$ cat config.mk
export PLATFORM = sky130hd
export DESIGN_NAME = rwc_weekday_counter
export DESIGN_NICKNAME = d
export VERILOG_FILES = /design/src/rtl/rwc_pkg.sv /design/src/rtl/rwc_busy_window.sv /design/src/rtl/rwc_weekday_counter.sv
export SDC_FILE = /design/constraint.sdc
export NUM_CORES = 1
export LEC_CHECK = 0
export ABC_AREA = 1
export BUFFER_PORTS_ARGS = -buffer_cell sky130_fd_sc_hd__buf_2
export CAP_MARGIN = 20
export CORE_ASPECT_RATIO = 0.8
export CORE_MARGIN = 5
export CORE_UTILIZATION = 25
export CTS_CLUSTER_SIZE = 24
export DETAILED_ROUTE_END_ITERATION = 8
export GPL_ROUTABILITY_DRIVEN = 1
export PLACE_DENSITY_LB_ADDON = 0.2
export SLEW_MARGIN = 15
export SYNTH_ARGS = -nofsm -noshare
export SYNTH_HDL_FRONTEND = slang
export SYNTH_SLANG_ARGS = --single-unit
$ cat constraint.sdc
create_clock -name mclk -period 2.7 [get_ports mclk]
set_clock_uncertainty 0.1 [all_clocks]
set_input_delay 0 -clock mclk [delete_from_list [all_inputs] [get_ports mclk]]
set_output_delay 0 -clock mclk [all_outputs]
set_load 0.01 [all_outputs]
$ cat src/rtl/rwc_pkg.sv
// Package: register map, field layout and bus carrier types for the weekday stage
package rwc_pkg;

   // ----------------------------------------------------------------------
   // Register map (word offsets in bytes)
   // ----------------------------------------------------------------------
   localparam int          ADDR_W          = 4;
   localparam logic [3:0]  OFF_WEEKDAY     = 4'h0;
   localparam logic [3:0]  OFF_CTRL_ONE    = 4'h4;
   localparam logic [3:0]  OFF_FREE_COUNT  = 4'h8;

   // ----------------------------------------------------------------------
   // Field layout
   // ----------------------------------------------------------------------
   localparam int          WD_W            = 3;
   localparam int          BUSY_BIT        = 7;
   localparam int          SRC_W           = 4;
   localparam int          SRC_LSB         = 0;
   localparam int          SOFT_RST_BIT    = 7;
   localparam int          FREE_W          = 8;

   // ----------------------------------------------------------------------
   // Values
   // ----------------------------------------------------------------------
   localparam logic [2:0]  WD_FIRST        = 3'h0;
   localparam logic [2:0]  WD_LAST         = 3'h6;
   localparam logic [2:0]  WD_RESERVED     = 3'h7;
   localparam logic [2:0]  WD_STEP         = 3'h1;
   localparam logic [3:0]  SRC_SUB_DIV4    = 4'h8;
   localparam logic [3:0]  SRC_RESET       = 4'h8;
   localparam logic [7:0]  FREE_STEP       = 8'h01;
   localparam logic [7:0]  FREE_RESET      = 8'h00;
   localparam logic [31:0] READ_ZERO       = 32'h0000_0000;

   // ----------------------------------------------------------------------
   // Carrier types
   // ----------------------------------------------------------------------
   typedef struct packed {
      logic              read;
      logic              write;
      logic [ADDR_W-1:0] address;
      logic [3:0]        byteenable;
      logic [31:0]       writedata;
   } rwc_av_req_type;

   typedef struct packed {
      logic [31:0] readdata;
      logic        waitrequest;
   } rwc_av_rsp_type;

   typedef enum logic [1:0] {
      RWC_SEL_NONE    = 2'h0,
      RWC_SEL_WEEKDAY = 2'h1,
      RWC_SEL_CTRL    = 2'h2,
      RWC_SEL_FREE    = 2'h3
   } rwc_sel_type;

   typedef enum logic {
      RWC_IDLE   = 1'b0,
      RWC_UPDATE = 1'b1
   } rwc_busy_state_type;

endpackage

$ cat src/rtl/rwc_busy_window.sv
// Update window generator: holds the busy flag while a count update ripples
`timescale 1ns/1ns
module rwc_busy_window
   import rwc_pkg::*;
#(
   parameter int BUSY_CYCLES = 4
) (
   input  wire logic mclk,
   input  wire logic rst,
   input  wire logic clear,
   input  wire logic start,
   output logic      busy
);

   // ----------------------------------------------------------------------
   // Elaboration check
   // ----------------------------------------------------------------------
   if (BUSY_CYCLES < 1 || BUSY_CYCLES > 255) begin : g_bad_len
      $error("BUSY_CYCLES must lie in 1..255");
   end

   localparam logic [7:0] LAST_CNT = 8'(BUSY_CYCLES - 1);

   rwc_busy_state_type state_reg, state_next;
   logic [7:0]         cnt_reg, cnt_next;

   // ----------------------------------------------------------------------
   // Next state
   // ----------------------------------------------------------------------
   always_comb begin
      state_next = state_reg;
      cnt_next   = cnt_reg;
      if (clear) begin
         state_next = RWC_IDLE;
         cnt_next   = 8'h00;
      end else begin
         case (state_reg)
            RWC_IDLE: begin
               if (start) begin
                  state_next = RWC_UPDATE;
                  cnt_next   = 8'h00;
               end
            end
            RWC_UPDATE: begin
               // A new tick inside the window restarts it
               if (start) begin
                  cnt_next = 8'h00;
               end else if (cnt_reg == LAST_CNT) begin
                  state_next = RWC_IDLE;
               end else begin
                  cnt_next = cnt_reg + 8'h01;
               end
            end
            default: begin
               state_next = RWC_IDLE;
               cnt_next   = 8'h00;
            end
         endcase
      end
   end

   always_ff @(posedge mclk or posedge rst) begin
      if (rst) begin
         state_reg <= RWC_IDLE;
         cnt_reg   <= 8'h00;
      end else begin
         state_reg <= state_next;
         cnt_reg   <= cnt_next;
      end
   end

   assign busy = (state_reg == RWC_UPDATE);

endmodule

$ cat src/rtl/rwc_weekday_counter.sv
// Weekday stage of the calendar clock with its Avalon-MM register slave
`timescale 1ns/1ns
module rwc_weekday_counter
   import rwc_pkg::*;
#(
   parameter int BUSY_CYCLES = 4
) (
   input  wire logic           mclk,
   input  wire logic           rst,
   input  wire logic           count_tick,
   input  wire logic           day_carry,
   input  wire rwc_av_req_type av_req,
   output rwc_av_rsp_type      av_rsp,
   output logic                calendar_mode
);

   // ----------------------------------------------------------------------
   // Elaboration checks
   // ----------------------------------------------------------------------
   // Busy window counter is eight bits wide
   if (BUSY_CYCLES < 1 || BUSY_CYCLES > 255) begin : g_bad_busy
      $error("BUSY_CYCLES must lie in 1..255");
   end
   // Busy flag and every field must land inside the read word
   if (BUSY_BIT >= $bits(READ_ZERO) || WD_W > BUSY_BIT ||
       FREE_W > $bits(READ_ZERO)) begin : g_bad_layout
      $error("Register fields do not fit the read word");
   end
   // Source field and soft reset bit share the control word
   if (SRC_LSB + SRC_W > SOFT_RST_BIT || SOFT_RST_BIT >= $bits(READ_ZERO)) begin : g_bad_ctrl
      $error("Control register fields overlap");
   end
   // Refusing the reserved code only keeps the range if it lies above the last day
   if (WD_FIRST >= WD_LAST || WD_LAST >= WD_RESERVED) begin : g_bad_code
      $error("Weekday codes do not fit the field");
   end
   // Three registers need three distinct offsets
   if (OFF_WEEKDAY == OFF_CTRL_ONE || OFF_WEEKDAY == OFF_FREE_COUNT ||
       OFF_CTRL_ONE == OFF_FREE_COUNT) begin : g_bad_map
      $error("Register offsets collide");
   end

   // ----------------------------------------------------------------------
   // Address decode
   // ----------------------------------------------------------------------
   function automatic rwc_sel_type decode_sel(input logic [ADDR_W-1:0] addr);
      rwc_sel_type sel;
      sel = RWC_SEL_NONE;
      case (addr)
         OFF_WEEKDAY:    sel = RWC_SEL_WEEKDAY;
         OFF_CTRL_ONE:   sel = RWC_SEL_CTRL;
         OFF_FREE_COUNT: sel = RWC_SEL_FREE;
         default:        sel = RWC_SEL_NONE;
      endcase
      return sel;
   endfunction

   // Write hit on the low byte lane, decoded for both writable registers
   function automatic logic wr_hit(input logic        take,
                                   input rwc_sel_type cur,
                                   input rwc_sel_type want);
      return take & (cur == want);
   endfunction

   rwc_sel_type sel;
   logic        ack_reg, ack_next;
   logic [31:0] rdata_reg, rdata_next;
   logic        req;
   logic        wr_take;
   logic        wr_byte0;

   assign sel      = decode_sel(av_req.address);
   assign req      = av_req.read | av_req.write;
   // One wait state: the request is taken on the edge where ack_reg is high
   assign wr_take  = av_req.write & ack_reg;
   assign wr_byte0 = wr_take & av_req.byteenable[0];

   // ----------------------------------------------------------------------
   // Control register: source select and soft reset
   // ----------------------------------------------------------------------
   logic [SRC_W-1:0] src_reg, src_next;
   logic             soft_rst_reg, soft_rst_next;

   always_comb begin
      src_next      = src_reg;
      soft_rst_next = soft_rst_reg;
      if (wr_hit(wr_byte0, sel, RWC_SEL_CTRL)) begin
         src_next      = av_req.writedata[SRC_LSB +: SRC_W];
         soft_rst_next = av_req.writedata[SOFT_RST_BIT];
      end
   end

   always_ff @(posedge mclk or posedge rst) begin
      if (rst) begin
         src_reg      <= SRC_RESET;
         soft_rst_reg <= 1'b0;
      end else begin
         src_reg      <= src_next;
         soft_rst_reg <= soft_rst_next;
      end
   end

   assign calendar_mode = (src_reg == SRC_SUB_DIV4);

   // ----------------------------------------------------------------------
   // Busy window
   // ----------------------------------------------------------------------
   logic busy;

   // Soft reset forces the window closed so the flag reads zero
   rwc_busy_window #(
      .BUSY_CYCLES (BUSY_CYCLES)
   ) u_busy (
      .mclk  (mclk),
      .rst   (rst),
      .clear (soft_rst_reg | ~calendar_mode),
      .start (count_tick & calendar_mode),
      .busy  (busy)
   );

   // ----------------------------------------------------------------------
   // Weekday count and free-running counter
   // ----------------------------------------------------------------------
   logic [WD_W-1:0]   wd_reg, wd_next;
   logic [FREE_W-1:0] free_reg, free_next;
   logic [WD_W-1:0]   wd_wdata;

   assign wd_wdata = av_req.writedata[WD_W-1:0];

   always_comb begin
      wd_next = wd_reg;
      if (soft_rst_reg) begin
         wd_next = WD_FIRST;
      end else if (calendar_mode && day_carry) begin
         // Hardware carry beats a software write in the same cycle
         if (wd_reg >= WD_LAST) begin
            wd_next = WD_FIRST;
         end else begin
            wd_next = wd_reg + WD_STEP;
         end
      end else if (wr_hit(wr_byte0, sel, RWC_SEL_WEEKDAY) && wd_wdata != WD_RESERVED) begin
         // The reserved code is refused so the count never leaves its range
         wd_next = wd_wdata;
      end
   end

   always_comb begin
      free_next = free_reg;
      if (soft_rst_reg) begin
         free_next = FREE_RESET;
      end else if (!calendar_mode && count_tick) begin
         free_next = free_reg + FREE_STEP;
      end
   end

   always_ff @(posedge mclk or posedge rst) begin
      if (rst) begin
         wd_reg   <= WD_FIRST;
         free_reg <= FREE_RESET;
      end else begin
         wd_reg   <= wd_next;
         free_reg <= free_next;
      end
   end

   // ----------------------------------------------------------------------
   // Weekday read word
   // ----------------------------------------------------------------------
   function automatic logic [31:0] weekday_word(input logic            flag,
                                                input logic [WD_W-1:0] day);
      logic [31:0] rd_word;
      // Reserved bits six to three come from the zero word
      rd_word           = READ_ZERO;
      rd_word[BUSY_BIT] = flag;
      rd_word[WD_W-1:0] = day;
      return rd_word;
   endfunction

   // ----------------------------------------------------------------------
   // Bus answer
   // ----------------------------------------------------------------------
   always_comb begin
      ack_next   = req & ~ack_reg;
      rdata_next = rdata_reg;
      if (av_req.read && !ack_reg) begin
         rdata_next = READ_ZERO;
         case (sel)
            RWC_SEL_WEEKDAY: begin
               rdata_next = weekday_word(busy, wd_reg);
            end
            RWC_SEL_CTRL: begin
               rdata_next[SRC_LSB +: SRC_W] = src_reg;
               rdata_next[SOFT_RST_BIT]     = soft_rst_reg;
            end
            RWC_SEL_FREE: begin
               rdata_next[FREE_W-1:0] = free_reg;
            end
            default: begin
               rdata_next = READ_ZERO;
            end
         endcase
      end
   end

   always_ff @(posedge mclk or posedge rst) begin
      if (rst) begin
         ack_reg   <= 1'b0;
         rdata_reg <= READ_ZERO;
      end else begin
         ack_reg   <= ack_next;
         rdata_reg <= rdata_next;
      end
   end

   assign av_rsp.waitrequest = req & ~ack_reg;
   assign av_rsp.readdata    = rdata_reg;

endmodule

### Word-level counts from Yosys, hierarchy flattened

Cells that the tools add are included.

* output and inout port bits: 34
* register bits after elaboration: 34
* bits of input ports: 46

* reductions and logical operators: 10
* add/sub/neg operators: 3
* bitwise operators: 11
* multiplexer cells: 20
* magnitude comparators: 1
* equal/unequal tests: 10

Operators by type and width (count)
* $mux W8: 6
* $add A8 B1 Y8 const B: 2
* $pmux W8 S2: 1
* $mux W3: 5
* $pmux W4 S3: 1
* $eq A4 B4 Y1 const B: 2
* $eq A8 B2 Y1 const B: 1
* $and A1 B1 Y1: 6
* $pmux W2 S3: 1
* $eq A2 B2 Y1 const B: 2
* $eq A4 B3 Y1 const B: 1
* $logic_and A1 B1 Y1: 4
* $logic_not A4 Y1: 1
* $mux W1: 4
* $ne A4 B2 Y1 const B: 1
* $add A3 B1 Y3 const B: 1
* $ge A3 B3 Y1 const B: 1
* $ne A3 B1 Y1 const B: 1
* $ne A3 B3 Y1 const B: 1
* $not A1 Y1: 3
* $pmux W1 S3: 1
* $reduce_bool A3 Y1: 1
* $eq A2 B1 Y1 const B: 1
* $logic_not A1 Y1: 2
* other kinds (4): 5

### Longest topological paths before layout

Gate-level depths: netlist of run 1.

* depth after elaboration: 8
* depth in mapped cells: 10
* mapped depth without buffers: 10

### Cells and area by module

From an unflattened synthesis of run 1, not the netlist that was laid out.

* cell total of the unflattened synthesis: 308
* area total of the unflattened synthesis: 2234.6 µm²

By module, submodules not included
* rwc_weekday_counter: instances 1, cells each 221, area an instance 1639.1 µm²
* rwc_busy_window: instances 1, cells each 87, area an instance 595.6 µm²

### Worst setup path before layout of run 1

OpenSTA, ideal clock, no wires.

* kind: flip-flop to flip-flop
* start: reg src_reg[3]
* end: reg u_busy.cnt_reg[3]
* setup slack: 1.284 ns
* data arrival time: 1.203 ns
* required time: 2.487 ns
* cell stages (with the launch flop): 10
* setup time: 0.113 ns
* cells stage by stage: dfstp_2 > inv_1 > nor2_4 > nand3_2 > nor2_8 > nand2_4 > nand2_1 > nand2_1 > nand2_1 > inv_1

* longest elaborated chain between the ends: 5
* elaborated cells between the ends (all ways): 10

Ends and longest elaborated chain
* start: declaration: RTL line rwc_weekday_counter.sv:81 `logic [SRC_W-1:0] src_reg, src_next;`
* start signal: assignment: RTL line rwc_weekday_counter.sv:98 `src_reg <= src_next;`
* $eq A4 B4 Y1 (*): RTL line rwc_weekday_counter.sv:103 `assign calendar_mode = (src_reg == SRC_SUB_DIV4);`
* $and A1 B1 Y1 or $not A1 Y1 (tied branches): RTL line rwc_weekday_counter.sv:117, rwc_weekday_counter.sv:116
* $mux W8 or $or A1 B1 Y1 (tied branches): RTL line rwc_busy_window.sv:46, rwc_weekday_counter.sv:116
* $pmux W8 S2, or another cell as far along: RTL line rwc_busy_window.sv:37 `case (state_reg)`
* $mux W8 or $reduce_and A2 Y1 (tied branches)
* end signal: assignment: RTL line rwc_busy_window.sv:68 `cnt_reg <= cnt_next;`
* end: declaration: RTL line rwc_busy_window.sv:25 `logic [7:0] cnt_reg, cnt_next;`

Mark *: on every way between the ends. The rest lies on a longest branch, timed or not.
A chain may end at the register's enable or synchronous reset.

### Worst setup path after layout of run 1

Same ends and word-level chain as after synthesis.

==> impl_metrics.ini, run 1 <==
[logic_synthesis]
synthMostInstantiatedCell = nand2_1
ys_types = 27
yosys.area.top_type = dfrtp_1
ys.flop_type = dfrtp_1
ys_warn_count = 0
synth_top_area_share_pct = 39.8
yosysSeqAreaShare_pct = 41.1
synth_seq_cells = 34
synth_edf_count = 0
netlist_area_um2 = 2070
syn_avg_cell_area_um2 = 7.46
async_reset_ff_share_pct = 100
ys_top_cells_by_count = nand2_1 (81), inv_1 (36), dfrtp_1 (33)
syn_inst = 278
synth_area_leaders = dfrtp_1 (40%), nand2_1 (15%), buf_4 (9.1%), inv_1 (6.5%), nand3_1 (5.6%)

[grt]
grt_pass1_vias = 1725
grt_antenna_before_repair = 0
grt_pass1_wl_mm = 8.05
overflow = 0
grt_max_degree = 35
grt_use_total_pct = 9.40

[routing]
drtIter0Drc = 73
wire_per_inst_um = 10.7
dr.pass1.iters = 4
final_antenna_net_count = 0
viasPerCell = 4.06
drc_errors = 0
vias = 1739
drt_wl_total_mm = 4.56

[clocking]
post_cts_buffers = 0
clockBufferDepth = 2
cts_made_buffers = 5
ctsHoldBuffers = 12
cts_resized = 0
cts_tree = yes
clk-insertion-delay-late_ns = 0.28
clk_pin_slew_ns = 0.07
cts.sinks = 34
cts_root_buf = clkbuf_8
htree_levels = 2

[power_and_ir_drop]
combPwrFrac_pct = 17.7
p_int_mw = 0.809
peakVddDrop_uv = 189
p_per_area_nw_per_um2 = 474
p_leak_nw = 1.25
swShare_pct = 30.2
clkPwrFrac_pct = 33.9
power_frac_seq_pct = 48.5
p_sw_mw = 0.349

[timing]
rsz0062_at_grt = no
fin_tns_setup_ns = 0
period_needed_ns = 1.56
post-route-period-util_pct = 57.8
slew_violations = 0
setup_viol = 0
hold_viol = 0
fmax_ghz = 0.641

[floorplanning]
die_y_um = 91.5
initial_core_util_pct = 25.9
num_rows = 29
die_w_um = 112
io_pins = 80
coreArea_um2 = 8020
dieArea_um2 = 10200

[critical_path]
rrSetupSlack_ns = 1.14
crit_fanout = 10
required_ns = 2.78
cp-end-kind = register
path_class = register to register
worstPathArrival_ns = 1.64
critPathLaunchType = register

[placed_design]
placedInstanceArea_um2 = 2230
detailed_place_hpwl_mm = 3.45
gp_congestion = 0.781
port-buffer-count = 25

[status]
status = finished, final reports clean

[cells_and_area]
finish.instance_area_um2 = 2440
antenna_cells = 0
nNetsFinal = 368
drive_above_1_share_pct = 15.3
syn2layout_area_growth_pct = 17.8

[job]
cap_violations = 0

[hold_path]
min_path_type = primary input to register
cells by family (layout without fill, tap and decap cells):
| family | after synthesis | in the layout | synth area share, % |
|---|---|---|---|
| other cells | 1 | 24 | 0.181 |
| buf+inv | 64 | 83 | 16.2 |
| flops | 34 | 34 | 41.1 |
| compound gates | 34 | 34 | 9.05 |
| simple gates | 142 | 142 | 31.7 |
| fa+ha+maj | 3 | 3 | 1.81 |
metrics by stage:
step / util (%) / total power, mW / hold WS, ns / cells / setup WS (ns)
floorplan: - / 0.730 / 0.0299 / 301 / 1.28
global placement: 27.8 / 0.766 / 0.0478 / 408 / 1.15
detailed placement: 27.8 / 0.766 / 0.0424 / 408 / 1.14
CTS: 30.5 / 1.18 / 0.00285 / 428 / 1.13
global route: 30.5 / 1.24 / 0.0488 / 428 / 0.989
finish: 30.5 / 1.16 / 0.00134 / 428 / 1.14
power by group through the flow:
stage / logic [mW] / clock network (mW) / registers (mW)
2_1_floorplan: 0.164 / 0 / 0.566
3_3_place_gp: 0.195 / 0 / 0.571
3_5_place_dp: 0.194 / 0 / 0.571
4_1_cts: 0.208 / 0.413 / 0.561
5_1_grt: 0.237 / 0.434 / 0.565
6_report: 0.204 / 0.392 / 0.561
metal layers:
metal	up-vias	track usage (%)	part of all wire, %
met5	-	0	0
li1	909	-	-
met4	0	3.95	1.9
met1	791	12.4	50
met2	33	15.2	45
met3	6	1.53	3.2
critical path: stages (launching register included):
cell and delay [ns]:
dfstp_2 0.54, inv_1 0.07, nor2_4 0.11, nand3_2 0.13, nor2_8 0.19, nand2_4 0.10, nand2_1 0.07, nand2_1 0.04
nand2_1 0.05, inv_1 0.03
layout by cell type, fill, tap and decap left out, drive strengths merged:
master / n
o211ai: 2
o31ai: 3
o21a: 1
a21o: 1
conb: 24
nand4: 5
clkinv: 1
inv: 37
dfrtp: 33
nor3: 1
dfstp: 1
nand3: 25
ha: 3
buf: 26
dlygate4sd3: 12
clkbuf: 7
o21ai: 16
a21oi: 11
nor2: 26
nand2: 85
path summary, 6_finish.rpt:
kind                              start                end  depth (start not counted)
max                          src_reg[3]  u_busy.cnt_reg[3]                          9
min                          av_req[41]       rdata_reg[2]                          5
max reg2reg                  src_reg[3]  u_busy.cnt_reg[3]                          9
min reg2reg                rdata_reg[5]       rdata_reg[5]                          2
max in group asynchronous           rst         src_reg[3]                          4
min in group asynchronous           rst  u_busy.cnt_reg[5]                          4
layout make-up:
cell class,instances,area [um^2]
well taps,108,135
repair buffers,38,253
clock inverters,1,5.00
inverters,37,139
flip-flops and latches,34,852
fillers,879,5580
clock buffers,7,86.3
multi-input cells,203,972
Note: power is estimated with default switching activity, not from simulation.
==> run 2: changes to the inputs <==
==> constraint.sdc (replaced) <==
create_clock -name mclk -period 1.34 [get_ports mclk]
set_clock_uncertainty 0.1 [all_clocks]
set_input_delay 0 -clock mclk [delete_from_list [all_inputs] [get_ports mclk]]
set_output_delay 0 -clock mclk [all_outputs]
set_load 0.01 [all_outputs]
==> run 2 against run 1 <==
Net effect: the run now ends with negative setup slack left; sequential power up 100%; non-clock buffer count up 24; combinational power increased to 3.2 times the previous value; sequential share of layout area decreased by 4.1 points; setup slack worse by 1.3 ns; power up 120%; routed wire length grew 10%; final cell count up 5.8%.
==> impl_metrics.ini, run 2 (same netlist as run 1, synthesis figures left out) <==
[status]
status = complete, but fails checks
violations = negative setup slack

[clocking]
clk_pin_slew_ns = 0.08
cts_tree = yes
clk-insertion-delay-late_ns = 0.29
cts_made_buffers = 5
cts_root_buf = clkbuf_8
htree_levels = 2
clockBufferDepth = 2
cts.sinks = 34

[critical_path]
cp-end-kind = register
required_ns = 1.42
r2r_start = src_reg[3]
critPathLaunchType = register
critical_path.startpoint = src_reg[3]
worstPathArrival_ns = 1.62
rrSetupSlack_ns = -0.20
crit_fanout = 7
reg2reg_depth = 9
path_class = register to register
worst_r2r_endpoint = u_busy.cnt_reg[3]

[routing]
drtIter0Drc = 48
drt_wl_total_mm = 5.04
final_antenna_net_count = 0
dr.pass1.iters = 4
vias = 1849
wire_per_inst_um = 11.1
viasPerCell = 4.08
drc_errors = 0

[floorplanning]
initial_core_util_pct = 25.9
die_y_um = 91.5
die_w_um = 112
coreArea_um2 = 8020
dieArea_um2 = 10200
num_rows = 29
io_pins = 80

[cells_and_area]
fin_cells = 453
syn2layout_area_growth_pct = 33.8
final_cell_mix = nand2_1 (72), inv_1 (33), dfrtp_1 (32), buf_4 (25)
nNetsFinal = 393
antenna_cells = 0
layout_commonest_cell = nand2_1
drive_above_1_share_pct = 30.7

[power_and_ir_drop]
peakVddDrop_uv = 423
p_per_area_nw_per_um2 = 908
p_leak_nw = 1.40

[timing]
post-route-period-util_pct = 115
rsz0062_at_grt = yes
hold_viol = 0
period_needed_ns = 1.54
setup_viol = 18
layout_setup_ws_ns = -0.198
slew_violations = 0
fmax_ghz = 0.650

[grt]
grt_antenna_before_repair = 0
grt_pass1_vias = 1826
overflow = 0
use_met2_pct = 15.5
met1_usage_pct = 14.8
grt_pass1_wl_mm = 8.76
grt_use_total_pct = 10.3
met3_usage_pct = 1.86
grt_max_degree = 35
grt_busiest_layer = met2

[hold_path]
whs_path_depth = 3
min_from = count_tick
worstHoldEndpoint = u_busy.busy
min_path_type = primary input to register

[placed_design]
detailed_place_hpwl_mm = 3.74
dp_cells = 430
place_ws_ns = -0.203
gp_congestion = 0.763
port-buffer-count = 25

[job]
cap_violations = 0
-- run 2: final cells by class --
| cell class | count | area [um^2] |
|---|---|---|
| Clock buffer | 6 | 72.6 |
| Clock inverter | 2 | 10.0 |
| Fill cell | 860 | 5250 |
| Inverter | 37 | 141 |
| Multi-Input combinational cell | 204 | 1110 |
| Sequential cell | 34 | 853 |
| Tap cell | 108 | 135 |
| Timing Repair Buffer | 62 | 452 |
-- run 2: what timing repair did --
action	4_1_cts	5_1_grt
hold endpoints to repair	41	0
gates resized for setup	13	29
gates cloned	1	0
hold buffers	9	0
buffers inserted	2	3
pin swaps	8	8
setup endpoints to repair	21	26
-- run 2: worst max-delay path: stages (launching register included) --
cell and delay (ns):
dfstp_2 0.54, inv_2 0.05, nor2_4 0.16, nand3_4 0.15, nor2_8 0.15, nand2_4 0.09, nand2_2 0.07, nand2_2 0.04
nand2_1 0.05, inv_1 0.03
-- run 2: worst max-delay path by stage --
stage	cells after the start	slack, ns	end
2_1_floorplan	9	-0.05	u_busy.cnt_reg[3]
3_3_place_gp	7	-0.16	free_reg[6]
3_5_place_dp	7	-0.20	free_reg[6]
4_1_cts	9	-0.20	u_busy.cnt_reg[3]
5_1_grt	9	-0.31	u_busy.cnt_reg[3]
6_report	9	-0.20	u_busy.cnt_reg[3]
-- run 2: report_power, final --
group | internal (mW) | leakage, nW | switching [mW]
Sequential | 1.08 | 0.460 | 0.0411
Combinational | 0.267 | 0.895 | 0.382
Clock | 0.361 | 0.0450 | 0.389
-- run 2: metrics by stage --
stage               power (mW)  hold WS [ns]  TNS [ns]  area [um^2]  util [%]
floorplan                 1.48        0.0299    -0.134         2170         -
global placement          1.65       -0.0285     -1.89         2420      30.2
detailed placement        1.65       -0.0291     -2.41         2420      30.2
CTS                       2.48       0.00280     -2.41         2660      33.2
global route              2.67        0.0550     -3.86         2770      34.6
finish                    2.52        0.0379     -2.07         2770      34.6
-- run 2: metal layers --
metal / vias to the layer above / share of wire [%]
met3: 2 / 3.7
met5: - / 0
li1: 963 / -
met2: 36 / 44
met1: 848 / 51
met4: 0 / 0.97
==> run 3: changes to the inputs <==
--- a/config.mk
+++ b/config.mk
@@ -15,6 +15,7 @@
 export DETAILED_ROUTE_END_ITERATION = 8
 export GPL_ROUTABILITY_DRIVEN = 1
 export PLACE_DENSITY_LB_ADDON = 0.2
+export REMOVE_ABC_BUFFERS = 1
 export SLEW_MARGIN = 15
 export SYNTH_ARGS = -nofsm -noshare
 export SYNTH_HDL_FRONTEND = slang
==> run 3 against run 2 <==
Net effect: the run still ends with negative setup slack left; setup slack about the same; largest cell class unchanged; critical path depth shrank 3; power rose by 1.4%; non-clock buffer count down 5; combinational power shrank 4.6%; routed wire length fell by 0.44%; via count decreased by 1.5%; sequential power about the same; maximum frequency barely moved; count of clock-buffer cells in the layout grew 1; final area decreased by 3.5%; die area unchanged.
==> impl_metrics.ini, run 3 (same netlist as run 1, synthesis figures left out) <==
[critical_path]
r2r_start = src_reg[3]
worstPathArrival_ns = 1.44
cp_slowest_stage_delay_ns = 0.55
rrSetupSlack_ns = -0.19
worst_path_max_delay_cell = dfstp_2
path_class = register to output pin
crit_path_end = calendar_mode
crit_chain = inv_2 -> nor2_4 -> nand2_2 -> inv_1 -> buf_4 -> buf_2
critPathLaunchType = register
required_ns = 1.24
crit_fanout = 4
cp-end-kind = output pin
reg2reg_depth = 7
critical_path.startpoint = src_reg[3]
worst_r2r_endpoint = u_busy.cnt_reg[7]

[cells_and_area]
final_util_pct = 33.4
syn2layout_area_growth_pct = 29.1
nNetsFinal = 387
layout_commonest_cell = nand2_1
drive_above_1_share_pct = 26.5
final_cell_mix = nand2_1 (75), inv_1 (33), dfrtp_1 (33), buf_2 (25), conb_1 (24)
antenna_cells = 0

[hold_path]
whs_path_depth = 5
min_path_type = primary input to register

[timing]
layout_setup_ws_ns = -0.198
setup_viol = 18
post-route-period-util_pct = 115
fin_tns_setup_ns = -1.78
hold_viol = 0
rsz0062_at_grt = yes
hold_slack_ns = 0.0306
slew_violations = 0
fmax_ghz = 0.650
period_needed_ns = 1.54

[clocking]
cts_made_buffers = 5
clk_pin_slew_ns = 0.07
cts_tree = yes
clk-insertion-delay-late_ns = 0.29
clockBufferDepth = 2
htree_levels = 2
cts_root_buf = clkbuf_8
cts.sinks = 34

[status]
status = complete, but fails checks
violations = negative setup slack

[grt]
grt_use_total_pct = 10.0
grt_antenna_before_repair = 0
grt_max_degree = 35
overflow = 0
grt_pass1_vias = 1723
grt_pass1_wl_mm = 8.41

[power_and_ir_drop]
p_leak_nw = 1.36
total_power_mw = 2.55
peakVddDrop_uv = 388
p_per_area_nw_per_um2 = 954

[routing]
drt_wl_total_mm = 5.02
vias = 1822
final_antenna_net_count = 0
dr.pass1.iters = 4
viasPerCell = 4.08
wire_per_inst_um = 11.2
drtIter0Drc = 87
drc_errors = 0

[floorplanning]
coreArea_um2 = 8020
dieArea_um2 = 10200
initial_core_util_pct = 25.9
die_w_um = 112
die_y_um = 91.5
io_pins = 80
num_rows = 29

[placed_design]
place_ws_ns = -0.201
detailed_place_hpwl_mm = 3.72
port-buffer-count = 25
gp_congestion = 0.795

[job]
cap_violations = 0
-- run 3: changes by cell type in the layout (fill, tap and decap cells not counted), moves of 2 or more --
cell / previous run / this run
nand3_1: 16 / 20
nand3_2: 7 / 4
o21ai_0: 7 / 9
nand2_2: 8 / 6
buf_4: 25 / 20
buf_6: 3 / 1
nand2_1: 72 / 75
-- run 3: worst min-delay path by stage --
stage | end | startpoint
after floorplan | u_busy.busy | count_tick
after global placement | u_busy.cnt_reg[4] | rst
after detailed placement | u_busy.cnt_reg[3] | rst
after CTS | wd_reg[1] | day_carry
after global routing | wd_reg[0] | day_carry
final | wd_reg[0] | day_carry
-- run 3: critical path: cells and delay by family (launching register included) --
family / cells / cell delay, ns
buffers and inverters: 4 / 0.38
AND/OR/NAND/NOR: 2 / 0.23
flip-flops: 1 / 0.55
-- run 3: per-layer routing --
layer	vias to the layer above	GRT usage, %	part of all wire [%]
met5	-	0	0
met4	0	3.65	1.5
met3	6	1.86	4.1
met2	38	14.8	41
met1	827	14.6	53
li1	951	-	-
-- run 3: repair_timing --
| action | 4_1_cts | 5_1_grt |
|---|---|---|
| hold buffers | 10 | 0 |
| gates resized for setup | 17 | 12 |
| buffers inserted | 2 | 1 |
| cloned | 0 | 0 |
| pin swaps | 3 | 3 |
| endpoints found under the setup margin | 21 | 27 |
| hold endpoints to repair | 43 | 0 |
-- run 3: area by class of cell --
type	count	area, um^2
fillers	861	5340
clock inverters	1	5.00
inverters	37	139
flip-flops and latches	34	852
multi-input cells	203	1050
clock buffers	7	86.3
repair buffers	57	407
well taps	108	135
-- run 3: metrics by stage --
stage / cell area, um^2 / instances
after floorplan: 1960 / 274
after global placement: 2380 / 426
after detailed placement: 2380 / 426
after CTS: 2630 / 446
after global routing: 2680 / 447
final: 2680 / 447
-- run 3: report_power, final --
group / internal, mW / switching (mW)
clock network: 0.415 / 0.402
logic: 0.258 / 0.360
registers: 1.08 / 0.0401
